===== src/hw/aiomc_pkg.sv =====
/*
 * Constants, register map, field layout and types of the auxiliary I/O controller.
 * Assumes a 200 MHz system clock and a 32-bit APB register bus.
 */
package aiomc_pkg;
    // ************************************************************
    // Register map
    // ************************************************************
    localparam logic [7:0]  ADDR_CFG  = 8'h00;
    localparam logic [7:0]  ADDR_STAT = 8'h04;
    localparam logic [7:0]  ADDR_IRQ  = 8'h08;
    localparam logic [7:0]  ADDR_MASK = 8'h0C;
    localparam logic [15:0] CFG_RESET = 16'h2004;
    localparam logic [3:0]  CFG_LEAD  = 4'h2;
    localparam logic [3:0]  BCD_MAX   = 4'h9;
    localparam logic [6:0]  BCD_TEN   = 7'h0A;
    // Status word fields
    localparam int STAT_RELCNT = 0;
    localparam int STAT_MONCNT = 8;
    localparam int STAT_RELAY  = 16;
    localparam int STAT_MON    = 17;
    localparam int STAT_SECURE = 19;
    localparam int STAT_AUXIN  = 20;
    // Interrupt bits
    localparam int IRQ_W      = 4;
    localparam int IRQ_CFG    = 0;
    localparam int IRQ_RELAY  = 1;
    localparam int IRQ_ALARM  = 2;
    localparam int IRQ_FORCED = 3;
    // ************************************************************
    // Auxiliary modes
    // ************************************************************
    localparam logic [3:0] MODE_REX     = 4'h0;
    localparam logic [3:0] MODE_CODE    = 4'h1;
    localparam logic [3:0] MODE_BELL    = 4'h2;
    localparam logic [3:0] MODE_TAMPER  = 4'h3;
    localparam logic [3:0] MODE_SHUNT   = 4'h4;
    localparam logic [3:0] MODE_MONITOR = 4'h5;
    localparam logic [3:0] MODE_FORCED  = 4'h6;
    localparam logic [3:0] MODE_AJAR    = 4'h7;
    localparam logic [3:0] MODE_LED_GRN = 4'h8;
    localparam logic [3:0] MODE_LED_RED = 4'h9;
    // ************************************************************
    // Timing
    // ************************************************************
    localparam int CLK_HZ         = 200_000_000;
    localparam int SEC_TIME_S     = 1;
    localparam int SEC_CYCLES_DEF = CLK_HZ * SEC_TIME_S;

    typedef enum logic [1:0] {
        MON_IDLE  = 2'b00,
        MON_WAIT  = 2'b01,
        MON_SHUNT = 2'b10,
        MON_ALARM = 2'b11
    } aiomc_mon_t;
endpackage : aiomc_pkg


===== src/hw/aiomc_top.sv =====
/*
 * Auxiliary input and relay controller with APB registers and interrupt.
 * Assumes keypad, bell and tamper inputs synchronous to mclk_i; aux_in_i high = contact closed.
 */
// The register addresses and register access over APB were decided locally.
// Functional notes
// - Config code: lead 2, mode, two-digit setting
// - Setting 01-99 holds relay; 00 toggles, except mode 3 where relay follows tamper
// - Mode 0: exit button or code opens door
// - Mode 1: code drives open relay, no exit
// - Modes 1-4: input selects normal or secure
// - Mode 2: bell key drives relay
// - Mode 3: tamper drives closed relay
// - Mode 4: code shunts sensor for setting
// - Mode 5: door monitor, setting max shunt
// - Mode 6: door monitor, setting forced delay
// - Accepted code: normal, three beeps, indicators
// - Mode 5: follow door, shunt, alarm expiry
// - Mode 6: forced door, delay, then relay
// - Mode 7: door held open past delay
// - Modes 8/9: input picks flashing indicator colour
`timescale 1ns/1ps
module aiomc_top
    import aiomc_pkg::*;
#(
    parameter int SEC_CYCLES = SEC_CYCLES_DEF
) (
    input  wire logic        mclk_i,
    input  wire logic        rst_n_i,
    input  wire logic        ce_i,
    input  wire logic        psel_i,
    input  wire logic        penable_i,
    input  wire logic        pwrite_i,
    input  wire logic [7:0]  paddr_i,
    input  wire logic [31:0] pwdata_i,
    output logic [31:0]      prdata_o,
    output logic             pready_o,
    output logic             pslverr_o,
    output logic             irq_o,
    input  wire logic        valid_code_i,
    input  wire logic        bell_key_i,
    input  wire logic        tamper_i,
    input  wire logic        aux_in_i,
    output logic             aux_relay_o,
    output logic             aux_relay_nc_o,
    output logic             secure_mode_o,
    output logic             door_led_green_o,
    output logic             door_led_red_o,
    output logic             mode_led_green_o,
    output logic             beep3_o
);
    typedef struct packed {
        logic [15:0]      cfg;
        logic [IRQ_W-1:0] irq_stat;
        logic [IRQ_W-1:0] irq_mask;
        logic [31:0]      prdata;
        logic             slverr;
        logic             relay;
        aiomc_mon_t       mon;
        logic             aux_q;
        logic             tamper_q;
        logic             door_ok;
        logic             flash;
        logic             secure;
        logic             led_g;
        logic             led_r;
        logic             beep;
        logic             primed;
    } aiomc_st_t;

    aiomc_st_t        st, nxt;
    logic             tick;
    logic             rel_load, rel_clr, rel_exp;
    logic             mon_load, mon_clr, mon_exp;
    logic [6:0]       rel_cnt, mon_cnt, setv, mon_val;
    logic [3:0]       mode;
    logic             setup, acc_wr, cfg_wr, cfg_ok;
    logic             door_open, open_rise, close_rise, tamper_rise;
    logic             rel_mode, rel_trig, ns_mode;
    logic [IRQ_W-1:0] ev;

    // ************************************************************
    // Seconds base and timers
    // ************************************************************
    aiomc_prescaler #(.CYCLES(SEC_CYCLES)) u_pre (
        .mclk_i (mclk_i), .rst_n_i (rst_n_i), .ce_i (ce_i), .tick_o (tick)
    );

    aiomc_sec_timer u_rel_tim (
        .mclk_i (mclk_i), .rst_n_i (rst_n_i), .ce_i (ce_i), .tick_i (tick),
        .load_i (rel_load), .load_val_i (setv), .clear_i (rel_clr),
        .count_o (rel_cnt), .expired_o (rel_exp)
    );

    aiomc_sec_timer u_mon_tim (
        .mclk_i (mclk_i), .rst_n_i (rst_n_i), .ce_i (ce_i), .tick_i (tick),
        .load_i (mon_load), .load_val_i (mon_val), .clear_i (mon_clr),
        .count_o (mon_cnt), .expired_o (mon_exp)
    );

    // ************************************************************
    // Decode
    // ************************************************************
    assign mode    = st.cfg[11:8];
    assign setv    = 7'(st.cfg[7:4]) * BCD_TEN + 7'(st.cfg[3:0]);
    assign mon_val = (setv == 7'h00) ? 7'h01 : setv;
    assign setup   = psel_i && !penable_i;
    assign acc_wr  = psel_i && penable_i && pwrite_i && ce_i;
    assign cfg_wr  = acc_wr && paddr_i == ADDR_CFG;
    assign cfg_ok  = pwdata_i[15:12] == CFG_LEAD && pwdata_i[11:8] <= BCD_MAX
                     && pwdata_i[7:4] <= BCD_MAX && pwdata_i[3:0] <= BCD_MAX;

    assign door_open   = !aux_in_i;
    // No edge before the first sample after reset, whatever the idle level
    assign open_rise   = st.primed && !aux_in_i && st.aux_q;
    assign close_rise  = st.primed && aux_in_i && !st.aux_q;
    assign tamper_rise = st.primed && tamper_i && !st.tamper_q;
    assign ns_mode     = mode >= MODE_CODE && mode <= MODE_SHUNT;
    assign rel_mode    = mode <= MODE_SHUNT || mode == MODE_LED_GRN || mode == MODE_LED_RED;

    always_comb begin
        case (mode)
            MODE_REX:     rel_trig = valid_code_i || close_rise;
            MODE_BELL:    rel_trig = bell_key_i;
            MODE_TAMPER:  rel_trig = tamper_rise;
            MODE_CODE, MODE_SHUNT, MODE_LED_GRN, MODE_LED_RED: rel_trig = valid_code_i;
            default:      rel_trig = 1'b0;
        endcase
    end

    // ************************************************************
    // Next state
    // ************************************************************
    always_comb begin
        nxt = st;
        ev = '0;
        rel_load = 1'b0;
        rel_clr = 1'b0;
        mon_load = 1'b0;
        mon_clr = 1'b0;
        nxt.beep = 1'b0;
        nxt.aux_q = aux_in_i;
        nxt.tamper_q = tamper_i;
        nxt.primed = 1'b1;
        nxt.flash = st.flash ^ tick;
        if (rel_mode) begin
            if (rel_trig) begin
                if (setv == 7'h00) begin
                    nxt.relay = ~st.relay;
                    rel_clr = 1'b1;
                end else begin
                    nxt.relay = 1'b1;
                    rel_load = 1'b1;
                end
            end else if (rel_exp) begin
                nxt.relay = 1'b0;
            end
            if (mode == MODE_TAMPER && setv == 7'h00) begin
                nxt.relay = tamper_i;
            end
            nxt.mon = MON_IDLE;
        end else begin
            if (mode == MODE_FORCED) begin
                if (valid_code_i) begin
                    nxt.door_ok = 1'b1;
                end else if (close_rise) begin
                    nxt.door_ok = 1'b0;
                end
            end
            case (st.mon)
                MON_IDLE: begin
                    if (mode == MODE_MONITOR) begin
                        nxt.relay = door_open;
                        if (valid_code_i) begin
                            nxt.mon = MON_SHUNT;
                            nxt.relay = 1'b0;
                            mon_load = 1'b1;
                        end
                    end else if (open_rise && (mode == MODE_AJAR || !st.door_ok)) begin
                        nxt.mon = MON_WAIT;
                        mon_load = 1'b1;
                        ev[IRQ_FORCED] = mode == MODE_FORCED;
                    end
                end
                MON_SHUNT: begin
                    nxt.relay = 1'b0;
                    if (close_rise) begin
                        nxt.mon = MON_IDLE;
                        mon_clr = 1'b1;
                    end else if (mon_exp) begin
                        nxt.mon = door_open ? MON_ALARM : MON_IDLE;
                        nxt.relay = door_open;
                    end
                end
                MON_WAIT: begin
                    if (mode == MODE_AJAR && close_rise) begin
                        nxt.mon = MON_IDLE;
                        mon_clr = 1'b1;
                    end else if (mon_exp) begin
                        nxt.mon = MON_ALARM;
                        nxt.relay = 1'b1;
                    end
                end
                MON_ALARM: begin
                    nxt.relay = 1'b1;
                    if (close_rise) begin
                        nxt.mon = MON_IDLE;
                        nxt.relay = 1'b0;
                    end
                end
                default: nxt.mon = MON_IDLE;
            endcase
            ev[IRQ_ALARM] = nxt.mon == MON_ALARM && st.mon != MON_ALARM;
        end
        nxt.secure = ns_mode && aux_in_i;
        nxt.led_g = st.flash && ((mode == MODE_LED_GRN) == door_open)
                    && (mode == MODE_LED_GRN || mode == MODE_LED_RED);
        nxt.led_r = st.flash && ((mode == MODE_LED_RED) == door_open)
                    && (mode == MODE_LED_GRN || mode == MODE_LED_RED);
        // Register access
        if (setup) begin
            nxt.prdata = '0;
            nxt.slverr = 1'b0;
            case (paddr_i)
                ADDR_CFG:  nxt.prdata[15:0] = st.cfg;
                ADDR_STAT: begin
                    nxt.prdata[STAT_RELCNT+:7] = rel_cnt;
                    nxt.prdata[STAT_MONCNT+:7] = mon_cnt;
                    nxt.prdata[STAT_RELAY]     = st.relay;
                    nxt.prdata[STAT_MON+:2]    = st.mon;
                    nxt.prdata[STAT_SECURE]    = st.secure;
                    nxt.prdata[STAT_AUXIN]     = aux_in_i;
                end
                ADDR_IRQ:  nxt.prdata[IRQ_W-1:0] = st.irq_stat;
                ADDR_MASK: nxt.prdata[IRQ_W-1:0] = st.irq_mask;
                default:   nxt.slverr = 1'b1;
            endcase
            nxt.slverr = nxt.slverr || (pwrite_i && paddr_i == ADDR_CFG && !cfg_ok);
        end
        if (cfg_wr && cfg_ok) begin
            nxt.cfg = pwdata_i[15:0];
            nxt.relay = 1'b0;
            nxt.mon = MON_IDLE;
            nxt.door_ok = 1'b0;
            nxt.led_g = 1'b0;
            nxt.led_r = 1'b0;
            rel_clr = 1'b1;
            mon_clr = 1'b1;
            nxt.beep = 1'b1;
            ev[IRQ_CFG] = 1'b1;
        end
        if (acc_wr && paddr_i == ADDR_MASK) begin
            nxt.irq_mask = pwdata_i[IRQ_W-1:0];
        end
        ev[IRQ_RELAY] = nxt.relay && !st.relay;
        // Set wins over write-one-to-clear
        nxt.irq_stat = st.irq_stat & ~((acc_wr && paddr_i == ADDR_IRQ) ?
                       pwdata_i[IRQ_W-1:0] : {IRQ_W{1'b0}});
        nxt.irq_stat = nxt.irq_stat | ev;
    end

    always_ff @(posedge mclk_i) begin
        if (!rst_n_i) begin
            st     <= '0;
            st.cfg <= CFG_RESET;
        end else if (ce_i) begin
            st <= nxt;
        end
    end

    assign prdata_o         = st.prdata;
    assign pready_o         = ce_i;
    assign pslverr_o        = psel_i && penable_i && st.slverr;
    assign irq_o            = |(st.irq_stat & st.irq_mask);
    assign aux_relay_o      = st.relay;
    assign aux_relay_nc_o   = mode == MODE_TAMPER || (mode >= MODE_MONITOR && mode <= MODE_AJAR);
    assign secure_mode_o    = st.secure;
    assign door_led_green_o = st.led_g;
    assign door_led_red_o   = st.led_r;
    assign mode_led_green_o = !st.secure;
    assign beep3_o          = st.beep;

    // ************************************************************
    // Assertions
    // ************************************************************
    property p_cfg_reject;
        @(posedge mclk_i) disable iff (!rst_n_i) (cfg_wr && !cfg_ok) |=> $stable(st.cfg);
    endproperty
    a_cfg_reject: assert property (p_cfg_reject) else $error("bad code changed config");
    property p_release_end;
        @(posedge mclk_i) disable iff (!rst_n_i)
            (ce_i && rel_mode && rel_exp && !rel_trig && !cfg_wr && mode != MODE_TAMPER)
            |=> !aux_relay_o;
    endproperty
    a_release_end: assert property (p_release_end) else $error("relay held past release");
    property p_rex;
        @(posedge mclk_i) disable iff (!rst_n_i)
            (ce_i && mode == MODE_REX && close_rise && setv != 7'h00 && !cfg_wr) |=> aux_relay_o;
    endproperty
    a_rex: assert property (p_rex) else $error("exit button ignored");
    property p_code;
        @(posedge mclk_i) disable iff (!rst_n_i)
            (ce_i && (mode == MODE_CODE || mode == MODE_SHUNT) && valid_code_i
             && setv != 7'h00 && !cfg_wr) |=> aux_relay_o ##0 (rel_cnt == $past(setv));
    endproperty
    a_code: assert property (p_code) else $error("code did not load relay time");
    property p_secure;
        @(posedge mclk_i) disable iff (!rst_n_i) ce_i |=> secure_mode_o == $past(ns_mode && aux_in_i);
    endproperty
    a_secure: assert property (p_secure) else $error("secure switch wrong");
    property p_bell;
        @(posedge mclk_i) disable iff (!rst_n_i)
            (ce_i && mode == MODE_BELL && bell_key_i && !cfg_wr)
            |=> aux_relay_o == ($past(setv) != 7'h00 || !$past(st.relay));
    endproperty
    a_bell: assert property (p_bell) else $error("bell key relay wrong");
    property p_tamper;
        @(posedge mclk_i) disable iff (!rst_n_i)
            (ce_i && mode == MODE_TAMPER && setv == 7'h00 && !cfg_wr) |=> aux_relay_o == $past(tamper_i);
    endproperty
    a_tamper: assert property (p_tamper) else $error("tamper relay wrong");
    property p_accept;
        @(posedge mclk_i) disable iff (!rst_n_i)
            (cfg_wr && cfg_ok) |=> beep3_o && !aux_relay_o && !door_led_green_o ##1 !beep3_o || !ce_i;
    endproperty
    a_accept: assert property (p_accept) else $error("accept sequence wrong");
    property p_follow;
        @(posedge mclk_i) disable iff (!rst_n_i)
            (ce_i && mode == MODE_MONITOR && st.mon == MON_IDLE && !valid_code_i && !cfg_wr)
            |=> aux_relay_o == $past(door_open);
    endproperty
    a_follow: assert property (p_follow) else $error("relay not following door");

    property p_delay_fire;
        @(posedge mclk_i) disable iff (!rst_n_i)
            (ce_i && st.mon == MON_WAIT && mon_exp && !close_rise && !cfg_wr)
            |=> aux_relay_o && st.mon == MON_ALARM;
    endproperty
    a_delay_fire: assert property (p_delay_fire) else $error("delay expiry missed");

    property p_led;
        @(posedge mclk_i) disable iff (!rst_n_i)
            (ce_i && mode == MODE_LED_GRN && door_open && !cfg_wr) |=> !door_led_red_o;
    endproperty
    a_led: assert property (p_led) else $error("indicator colour wrong");

    c_shunt: cover property (@(posedge mclk_i) st.mon == MON_SHUNT ##1 st.mon == MON_ALARM);
    c_ajar:  cover property (@(posedge mclk_i) mode == MODE_AJAR && st.mon == MON_ALARM);
    c_toggle: cover property (@(posedge mclk_i) rel_trig && setv == 7'h00 && st.relay);
endmodule : aiomc_top


===== src/hw/aiomc_prescaler.sv =====
/*
 * One-second tick generator.
 * Assumes a free-running system clock; tick is a one-cycle pulse.
 */
`timescale 1ns/1ps
module aiomc_prescaler #(
    parameter int CYCLES = 200
) (
    input  wire logic mclk_i,
    input  wire logic rst_n_i,
    input  wire logic ce_i,
    output logic      tick_o
);
    typedef struct packed {
        logic [31:0] cnt;
        logic        tick;
    } aiomc_pre_t;

    aiomc_pre_t st, nxt;

    always_comb begin
        nxt = st;
        nxt.tick = 1'b0;
        if (st.cnt == 32'(CYCLES - 1)) begin
            nxt.cnt  = '0;
            nxt.tick = 1'b1;
        end else begin
            nxt.cnt = st.cnt + 32'h1;
        end
    end

    always_ff @(posedge mclk_i) begin
        if (!rst_n_i) begin
            st <= '0;
        end else if (ce_i) begin
            st <= nxt;
        end
    end

    assign tick_o = st.tick;
endmodule : aiomc_prescaler


===== src/hw/aiomc_sec_timer.sv =====
/*
 * Seconds down-counter with load, clear and one-cycle expiry pulse.
 * Assumes tick_i is a one-cycle pulse once per second.
 */
`timescale 1ns/1ps
module aiomc_sec_timer (
    input  wire logic       mclk_i,
    input  wire logic       rst_n_i,
    input  wire logic       ce_i,
    input  wire logic       tick_i,
    input  wire logic       load_i,
    input  wire logic [6:0] load_val_i,
    input  wire logic       clear_i,
    output logic [6:0]      count_o,
    output logic            expired_o
);
    typedef struct packed {
        logic [6:0] cnt;
        logic       run;
        logic       exp;
    } aiomc_tim_t;

    aiomc_tim_t st, nxt;

    always_comb begin
        nxt = st;
        nxt.exp = 1'b0;
        if (clear_i) begin
            nxt.cnt = '0;
            nxt.run = 1'b0;
        end else if (load_i) begin
            nxt.cnt = load_val_i;
            nxt.run = 1'b1;
        end else if (tick_i && st.run) begin
            // Expire one tick after zero: a free-running tick never cuts a second short
            if (st.cnt == 7'h00) begin
                nxt.run = 1'b0;
                nxt.exp = 1'b1;
            end else begin
                nxt.cnt = st.cnt - 7'h01;
            end
        end
    end

    always_ff @(posedge mclk_i) begin
        if (!rst_n_i) begin
            st <= '0;
        end else if (ce_i) begin
            st <= nxt;
        end
    end

    assign count_o   = st.cnt;
    assign expired_o = st.exp;
endmodule : aiomc_sec_timer


===== config.mk =====
export PLATFORM = sky130hd
export DESIGN_NAME = aiomc_top
export DESIGN_NICKNAME = d
export VERILOG_FILES = /design/src/hw/aiomc_pkg.sv /design/src/hw/aiomc_top.sv /design/src/hw/aiomc_prescaler.sv /design/src/hw/aiomc_sec_timer.sv
export SDC_FILE = /design/constraint.sdc
export NUM_CORES = 1
export LEC_CHECK = 0
export ABC_AREA = 1
export BUFFER_PORTS_ARGS = -buffer_cell sky130_fd_sc_hd__buf_2
export CAP_MARGIN = 0
export CORE_ASPECT_RATIO = 0.75
export CORE_MARGIN = 2
export CORE_UTILIZATION = 49
export CTS_CLUSTER_SIZE = 8
export DETAILED_ROUTE_END_ITERATION = 10
export HOLD_SLACK_MARGIN = 0.12
export PLACE_DENSITY_LB_ADDON = 0.25
export SYNTH_ARGS = -nofsm -noshare
export SYNTH_HDL_FRONTEND = slang
export SYNTH_SLANG_ARGS = --single-unit

===== constraint.sdc =====
create_clock -name mclk_i -period 6 [get_ports mclk_i]
set_input_delay 0.9 -clock mclk_i [delete_from_list [all_inputs] [get_ports mclk_i]]
set_output_delay 0.9 -clock mclk_i [all_outputs]
set_load 0.01 [all_outputs]

==> results of run 1 <==
area by class of cell:
type / instances / area, um2
Fill cell: 1423 / 6330
Multi-Input combinational cell: 726 / 3840
Sequential cell: 109 / 2180
Inverter: 142 / 537
Timing Repair Buffer: 69 / 358
Clock buffer: 10 / 239
Tap cell: 175 / 219
Clock inverter: 6 / 91.3
final timing paths:
path / startpoint / end / cells past startpoint
setup / recovery: st[60] / u_rel_tim.count_o[5] / 15
setup reg to reg: st[60] / u_rel_tim.count_o[5] / 15
hold reg to reg: st[66] / st[66] / 2
hold / removal: st[66] / st[66] / 2
metal layers:
| metal | routed length (um) | GRT usage [%] | part of all wire (%) | vias up |
|---|---|---|---|---|
| met5 | 0 | 0 | 0 | - |
| met4 | 168 | 4.64 | 0.93 | 0 |
| met3 | 1380 | 6.65 | 7.6 | 16 |
| met2 | 7060 | 33.4 | 39 | 233 |
| met1 | 9400 | 39.2 | 52 | 2970 |
| li1 | - | - | - | 3414 |
cell families (layout without fill, tap and decap cells):
| logic type | count (synthesis) | in the layout | synth area share, % |
|---|---|---|---|
| AO/OA/AOI/OAI | 181 | 181 | 14.9 |
| XOR/XNOR | 13 | 13 | 1.64 |
| buffers and inverters | 210 | 227 | 14.0 |
| flip-flops | 109 | 109 | 31.4 |
| AND/OR/NAND/NOR | 503 | 503 | 34.6 |
| adder cells (fa/ha/maj) | 18 | 18 | 3.46 |
| other | 1 | 11 | 0.0539 |
sequential cells by signal, summed over array words and instances (netlist names):
register and count:
u_pre.st 32, st 28, prdata_o 21, u_mon_tim.count_o 7, u_rel_tim.count_o 7, mode 4
aux_relay_o 1, beep3_o 1, door_led_green_o 1, door_led_red_o 1, secure_mode_o 1, u_mon_tim.expired_o 1
u_mon_tim.st 1, u_pre.tick_o 1, u_rel_tim.expired_o 1, u_rel_tim.st 1
power breakdown:
group	internal (mW)	switching, mW	total [mW]
clock	0.381	0.282	0.663
sequential	0.734	0.00919	0.744
combinational	0.0365	0.0826	0.119
total	1.15	0.374	1.53
worst max-delay path: stages, from the launching register on:
cell and delay, ns:
dfxtp_1 0.49, ha_1 0.29, ha_1 0.19, inv_1 0.06, fa_1 0.45, nor2_1 0.16
nand3_1 0.11, nand3_1 0.08, nand2_1 0.20, nand2_1 0.19, nand2_2 0.10, inv_2 0.09
nand2_1 0.10, o21ai_1 0.19, nor2_1 0.06, nor2_1 0.09
Yosys cell counts, types with 4 or more instances:
cell / number
a21oi_1: 69
buf_6: 5
xor2_1: 12
buf_2: 8
buf_4: 35
o21ai_0: 61
nand3_1: 79
nor3b_1: 5
nor3b_2: 5
o22ai_1: 19
inv_2: 8
o211ai_1: 9
nand2_1: 187
nor3_1: 23
clkbuf_1: 17
nor4_1: 12
dfxtp_1: 109
nand4_1: 32
a211oi_1: 4
ha_1: 16
nor2_1: 112
nand2_2: 8
nor3_2: 4
inv_1: 131
nor2_2: 14
or2_2: 4
nor2_4: 7
==> results.json, run 1 <==
{
  "yosys-top-cells-area": "dfxtp_1 (31%), nand2_1 (10%), inv_1 (7.1%)",
  "cp-end-kind": "register",
  "period_needed_ns": 2.91,
  "post-dp-hpwl_um": 13400,
  "cts.clk_slew.worst_paths_ns": 0.07,
  "final_cell_mix": "nand2_1 (187), inv_1 (131), nor2_1 (112), dfxtp_1 (109), nand3_1 (79)",
  "fin_nets": 1125,
  "detailedPlace.worstSlack_ns": 2.87,
  "skew_ns": 0.00516,
  "cp_max_fo": 5,
  "ant_nets": 0,
  "drtIter0Drc": 626,
  "num_rows": 37,
  "synth_top_cell_by_area": "dfxtp_1",
  "cts_tree": "yes",
  "synthToLayoutAreaGrowth_pct": 7.42,
  "ys_seq_area_share_pct": 31.4,
  "overflow": 0,
  "clockBufferDepth": 2,
  "drc": 0,
  "globalplace.congestion": 0.957,
  "post_cts_buffers": 0,
  "cts_buffers": 9,
  "die_w_um": 142,
  "grt_pass1_wl_um": 30100,
  "worst-setup-path-type": "register to register",
  "vias_per_cell": 5.36,
  "syn-cell-area_um2": 6950,
  "io_pins": 92,
  "min_period_over_period_pct": 48.5,
  "cts.sinks": 109,
  "timing.hold.ws_ns": 0.450,
  "yosysWarnings": 0,
  "start_kind": "register",
  "ys.flop_type": "dfxtp_1",
  "cts-htree-levels": 3,
  "power_density_nw_per_um2": 204,
  "fin_area_um2": 7470,
  "grt_usage_pct": 24.9,
  "fp.dieArea_um2": 15200,
  "final_layout_size_suffix_gt1_share_pct": 14.1,
  "cts_hold_buf": 0,
  "root_buffer": "clkbuf_16",
  "fmax_mhz": 344,
  "die_y_um": 107,
  "reg2reg_slack_ns": 3.09,
  "setup_violations": 0,
  "ys_types": 55,
  "fin_cells": 1237,
  "grt_pass1_vias": 5837,
  "peakVddDrop_mv": 0.123,
  "drv_slew": 0,
  "finalPower_mw": 1.53,
  "p_leak_nw": 3.12,
  "core_region_area_um2": 13800,
  "final_common_cell": "nand2_1",
  "synth_top_cell_area_share_pct": 31.4,
  "async_reset_ff_share_pct": 0,
  "grt_max_degree": 62,
  "syn_inst": 1035,
  "drtPass1Iterations": 6,
  "cts_resized": 0,
  "postLayoutCoreUtil_pct": 54.1,
  "synth-seq-cells": 109,
  "clk_latency_ns": 0.36,
  "rsz0062_at_grt": "false",
  "antenna_found_initial": 0,
  "worstPathArrival_ns": 3.21,
  "max_cap_violations": 0,
  "hold_viol": 0,
  "crit_required_ns": 6.29,
  "synth-edff-count": 0,
  "port_buffers": 64,
  "antenna_cells": 0,
  "hold_class": "register to register",
  "outcome": "complete, no violations",
  "drt_wl_total_um": 18000,
  "worst_slack_ns": 3.09,
  "placed_cells": 1221,
  "postSynthAreaPerCell_um2": 6.72,
  "place_area_um2": 7140,
  "wl_per_cell_um": 14.6,
  "start_util_pct": 50.4,
  "worst_pin_slew_ns": 1.01,
  "setup_tns_ns": 0,
  "vias": 6633,
  "slew_headroom_pct": 32.7
}
(Power assumes the default switching activity.)
==> run 2, diff against run 1 <==
==> constraint.sdc (replaced) <==
create_clock -name mclk_i -period 2.55 [get_ports mclk_i]
set_input_delay 0.3825 -clock mclk_i [delete_from_list [all_inputs] [get_ports mclk_i]]
set_output_delay 0.3825 -clock mclk_i [all_outputs]
set_load 0.01 [all_outputs]
==> run 2 against run 1 <==
  * Critical path depth grew 2
  * Maximum frequency grew 21%
  * Highest routed layer unchanged
  * Final cell count up 1.2%
  * Critical endpoint is now u_rel_tim.count_o[0]
  * Total power grew 130%
  * Sequential share of layout area is 0.65 points lower
  * Largest power group unchanged
==> results.json, run 2 (synthesis results as in run 1) <==
{
  "vias_per_cell": 5.46,
  "port_buffers": 64,
  "outcome": "complete, no violations",
  "cts_buffers": 9,
  "skew_ns": 0.00920,
  "cts_hold_buf": 0,
  "vias": 6836,
  "setup_tns_ns": 0,
  "die_w_um": 142,
  "grt_pass1_vias": 5908,
  "io_pins": 92,
  "timing.critical_path.buf_inv": 2,
  "cts_tree": "yes",
  "slowest_stage": "fa_1",
  "hold_class": "input port to register",
  "antenna_found_initial": 0,
  "root_buffer": "clkbuf_16",
  "max_cap_violations": 0,
  "final_common_cell": "nand2_1",
  "cp_max_fo": 5,
  "synthToLayoutAreaGrowth_pct": 10.1,
  "fin_nets": 1140,
  "grt_max_degree": 38,
  "final_cell_mix": "nand2_1 (182), inv_1 (129), nor2_1 (112), dfxtp_1 (106), nand3_1 (77)",
  "start_kind": "register",
  "num_rows": 37,
  "drv_slew": 0,
  "drc": 0,
  "post-dp-hpwl_um": 14100,
  "grt_usage_pct": 25.0,
  "grt_pass1_wl_um": 30100,
  "crit_top_cell": "nand2_1",
  "min_period_over_period_pct": 94.5,
  "worst-setup-path-type": "register to register",
  "antenna_cells": 0,
  "overflow": 0,
  "peakVddDrop_mv": 0.339,
  "globalplace.congestion": 0.981,
  "cts.clk_slew.worst_paths_ns": 0.07,
  "power_density_nw_per_um2": 464,
  "ant_nets": 0,
  "final_layout_size_suffix_gt1_share_pct": 16.8,
  "crit_path_max_incr_delay_ns": 0.48,
  "worst_pin_slew_ns": 0.804,
  "period_needed_ns": 2.41,
  "fmax_mhz": 415,
  "die_y_um": 107,
  "hold_viol": 0,
  "rsz0062_at_grt": "true",
  "cp_top_family": "simple AND/OR/NAND/NOR gates",
  "crit_required_ns": 2.85,
  "largest_register_ffs": 32,
  "worst_slack_ns": 0.139,
  "clockBufferDepth": 2,
  "setup_violations": 0,
  "largest_register": "u_pre.st",
  "core_region_area_um2": 13800,
  "start_util_pct": 50.4,
  "drtPass1Iterations": 5,
  "drtIter0Drc": 569,
  "worstPathArrival_ns": 2.71,
  "drt_wl_total_um": 18800,
  "crit_chain": "ha_4, ha_4, inv_2, fa_1, nor2_1, nand3_1, nand2_1, nand2_1, nand2_2, nand2_4, nand2_4, inv_4, nand2_2, nand2_1, o21ai_1, nand2_1, nor2_1",
  "cts-htree-levels": 3,
  "fp.dieArea_um2": 15200,
  "slew_headroom_pct": 45.9,
  "clk_latency_ns": 0.36,
  "cts.sinks": 109,
  "p_leak_nw": 3.18,
  "wl_per_cell_um": 15.0,
  "cp-end-kind": "register",
  "detailedPlace.worstSlack_ns": 0.0892
}
[run 2: cell count changes in the layout (fill, tap and decap cells not counted), moves of 2 or more]
cell     before  now
dfxtp_1     109  106
dfxtp_2       0    3
buf_4         5   19
ha_4          0    2
nand3_2       1    3
nand3_1      79   77
ha_1         16   14
nand2_4       2    4
nand2_1     187  182
nand2_2       8   11
inv_1       131  129
[run 2: timing repair]
action                     4_1_cts  5_1_grt
gates resized for setup          0       22
buffers inserted                 0        1
setup endpoints to repair        0       11
[run 2: area by class of cell]
class | instances | area [um2]
Tap cell | 175 | 219
Inverter | 142 | 539
Fill cell | 1385 | 6140
Multi-Input combinational cell | 726 | 3910
Timing Repair Buffer | 84 | 474
Clock inverter | 5 | 66.3
Clock buffer | 11 | 253
Sequential cell | 109 | 2190
[run 2: tightest hold or removal path: cells and delay by family]
kind                   cells  cell delay [ns]
AND/OR/NAND/NOR            2             0.13
buffers and inverters      1             0.13
[run 2: metrics by stage]
step	hold WS [ns]	instance area, um2	instances	utilization, %	total power, mW
floorplan	0.416	6990	1045	-	2.00
global placement	0.423	7240	1235	52.5	2.07
detailed placement	0.428	7240	1235	52.5	2.07
CTS	0.315	7560	1251	54.8	3.56
global route	0.332	7650	1252	55.5	3.68
finish	0.321	7650	1252	55.5	3.55
[run 2: final timing paths]
path,cells past startpoint,slack [ns],to,start
worst max-delay path,17,0.14,u_rel_tim.count_o[0],st[58]
worst min-delay path,3,0.32,st[7],tamper_i
worst max register to register,17,0.14,u_rel_tim.count_o[0],st[58]
worst min register to register,2,0.44,st[66],st[66]
[run 2: report_power, final]
part           switching (mW)  internal [mW]  total (mW)
clock network           0.677          0.829        1.51
registers              0.0210           1.73        1.75
logic                   0.202         0.0936       0.296
total                   0.900           2.65        3.55
[run 2: routing by layer]
metal | share of wire (%) | wire [um] | global-route usage (%)
met2 | 40 | 7530 | 35.2
met5 | 0 | 0 | 0
met4 | 0.85 | 160 | 5.71
met3 | 9.6 | 1800 | 5.45
met1 | 49 | 9290 | 38.4
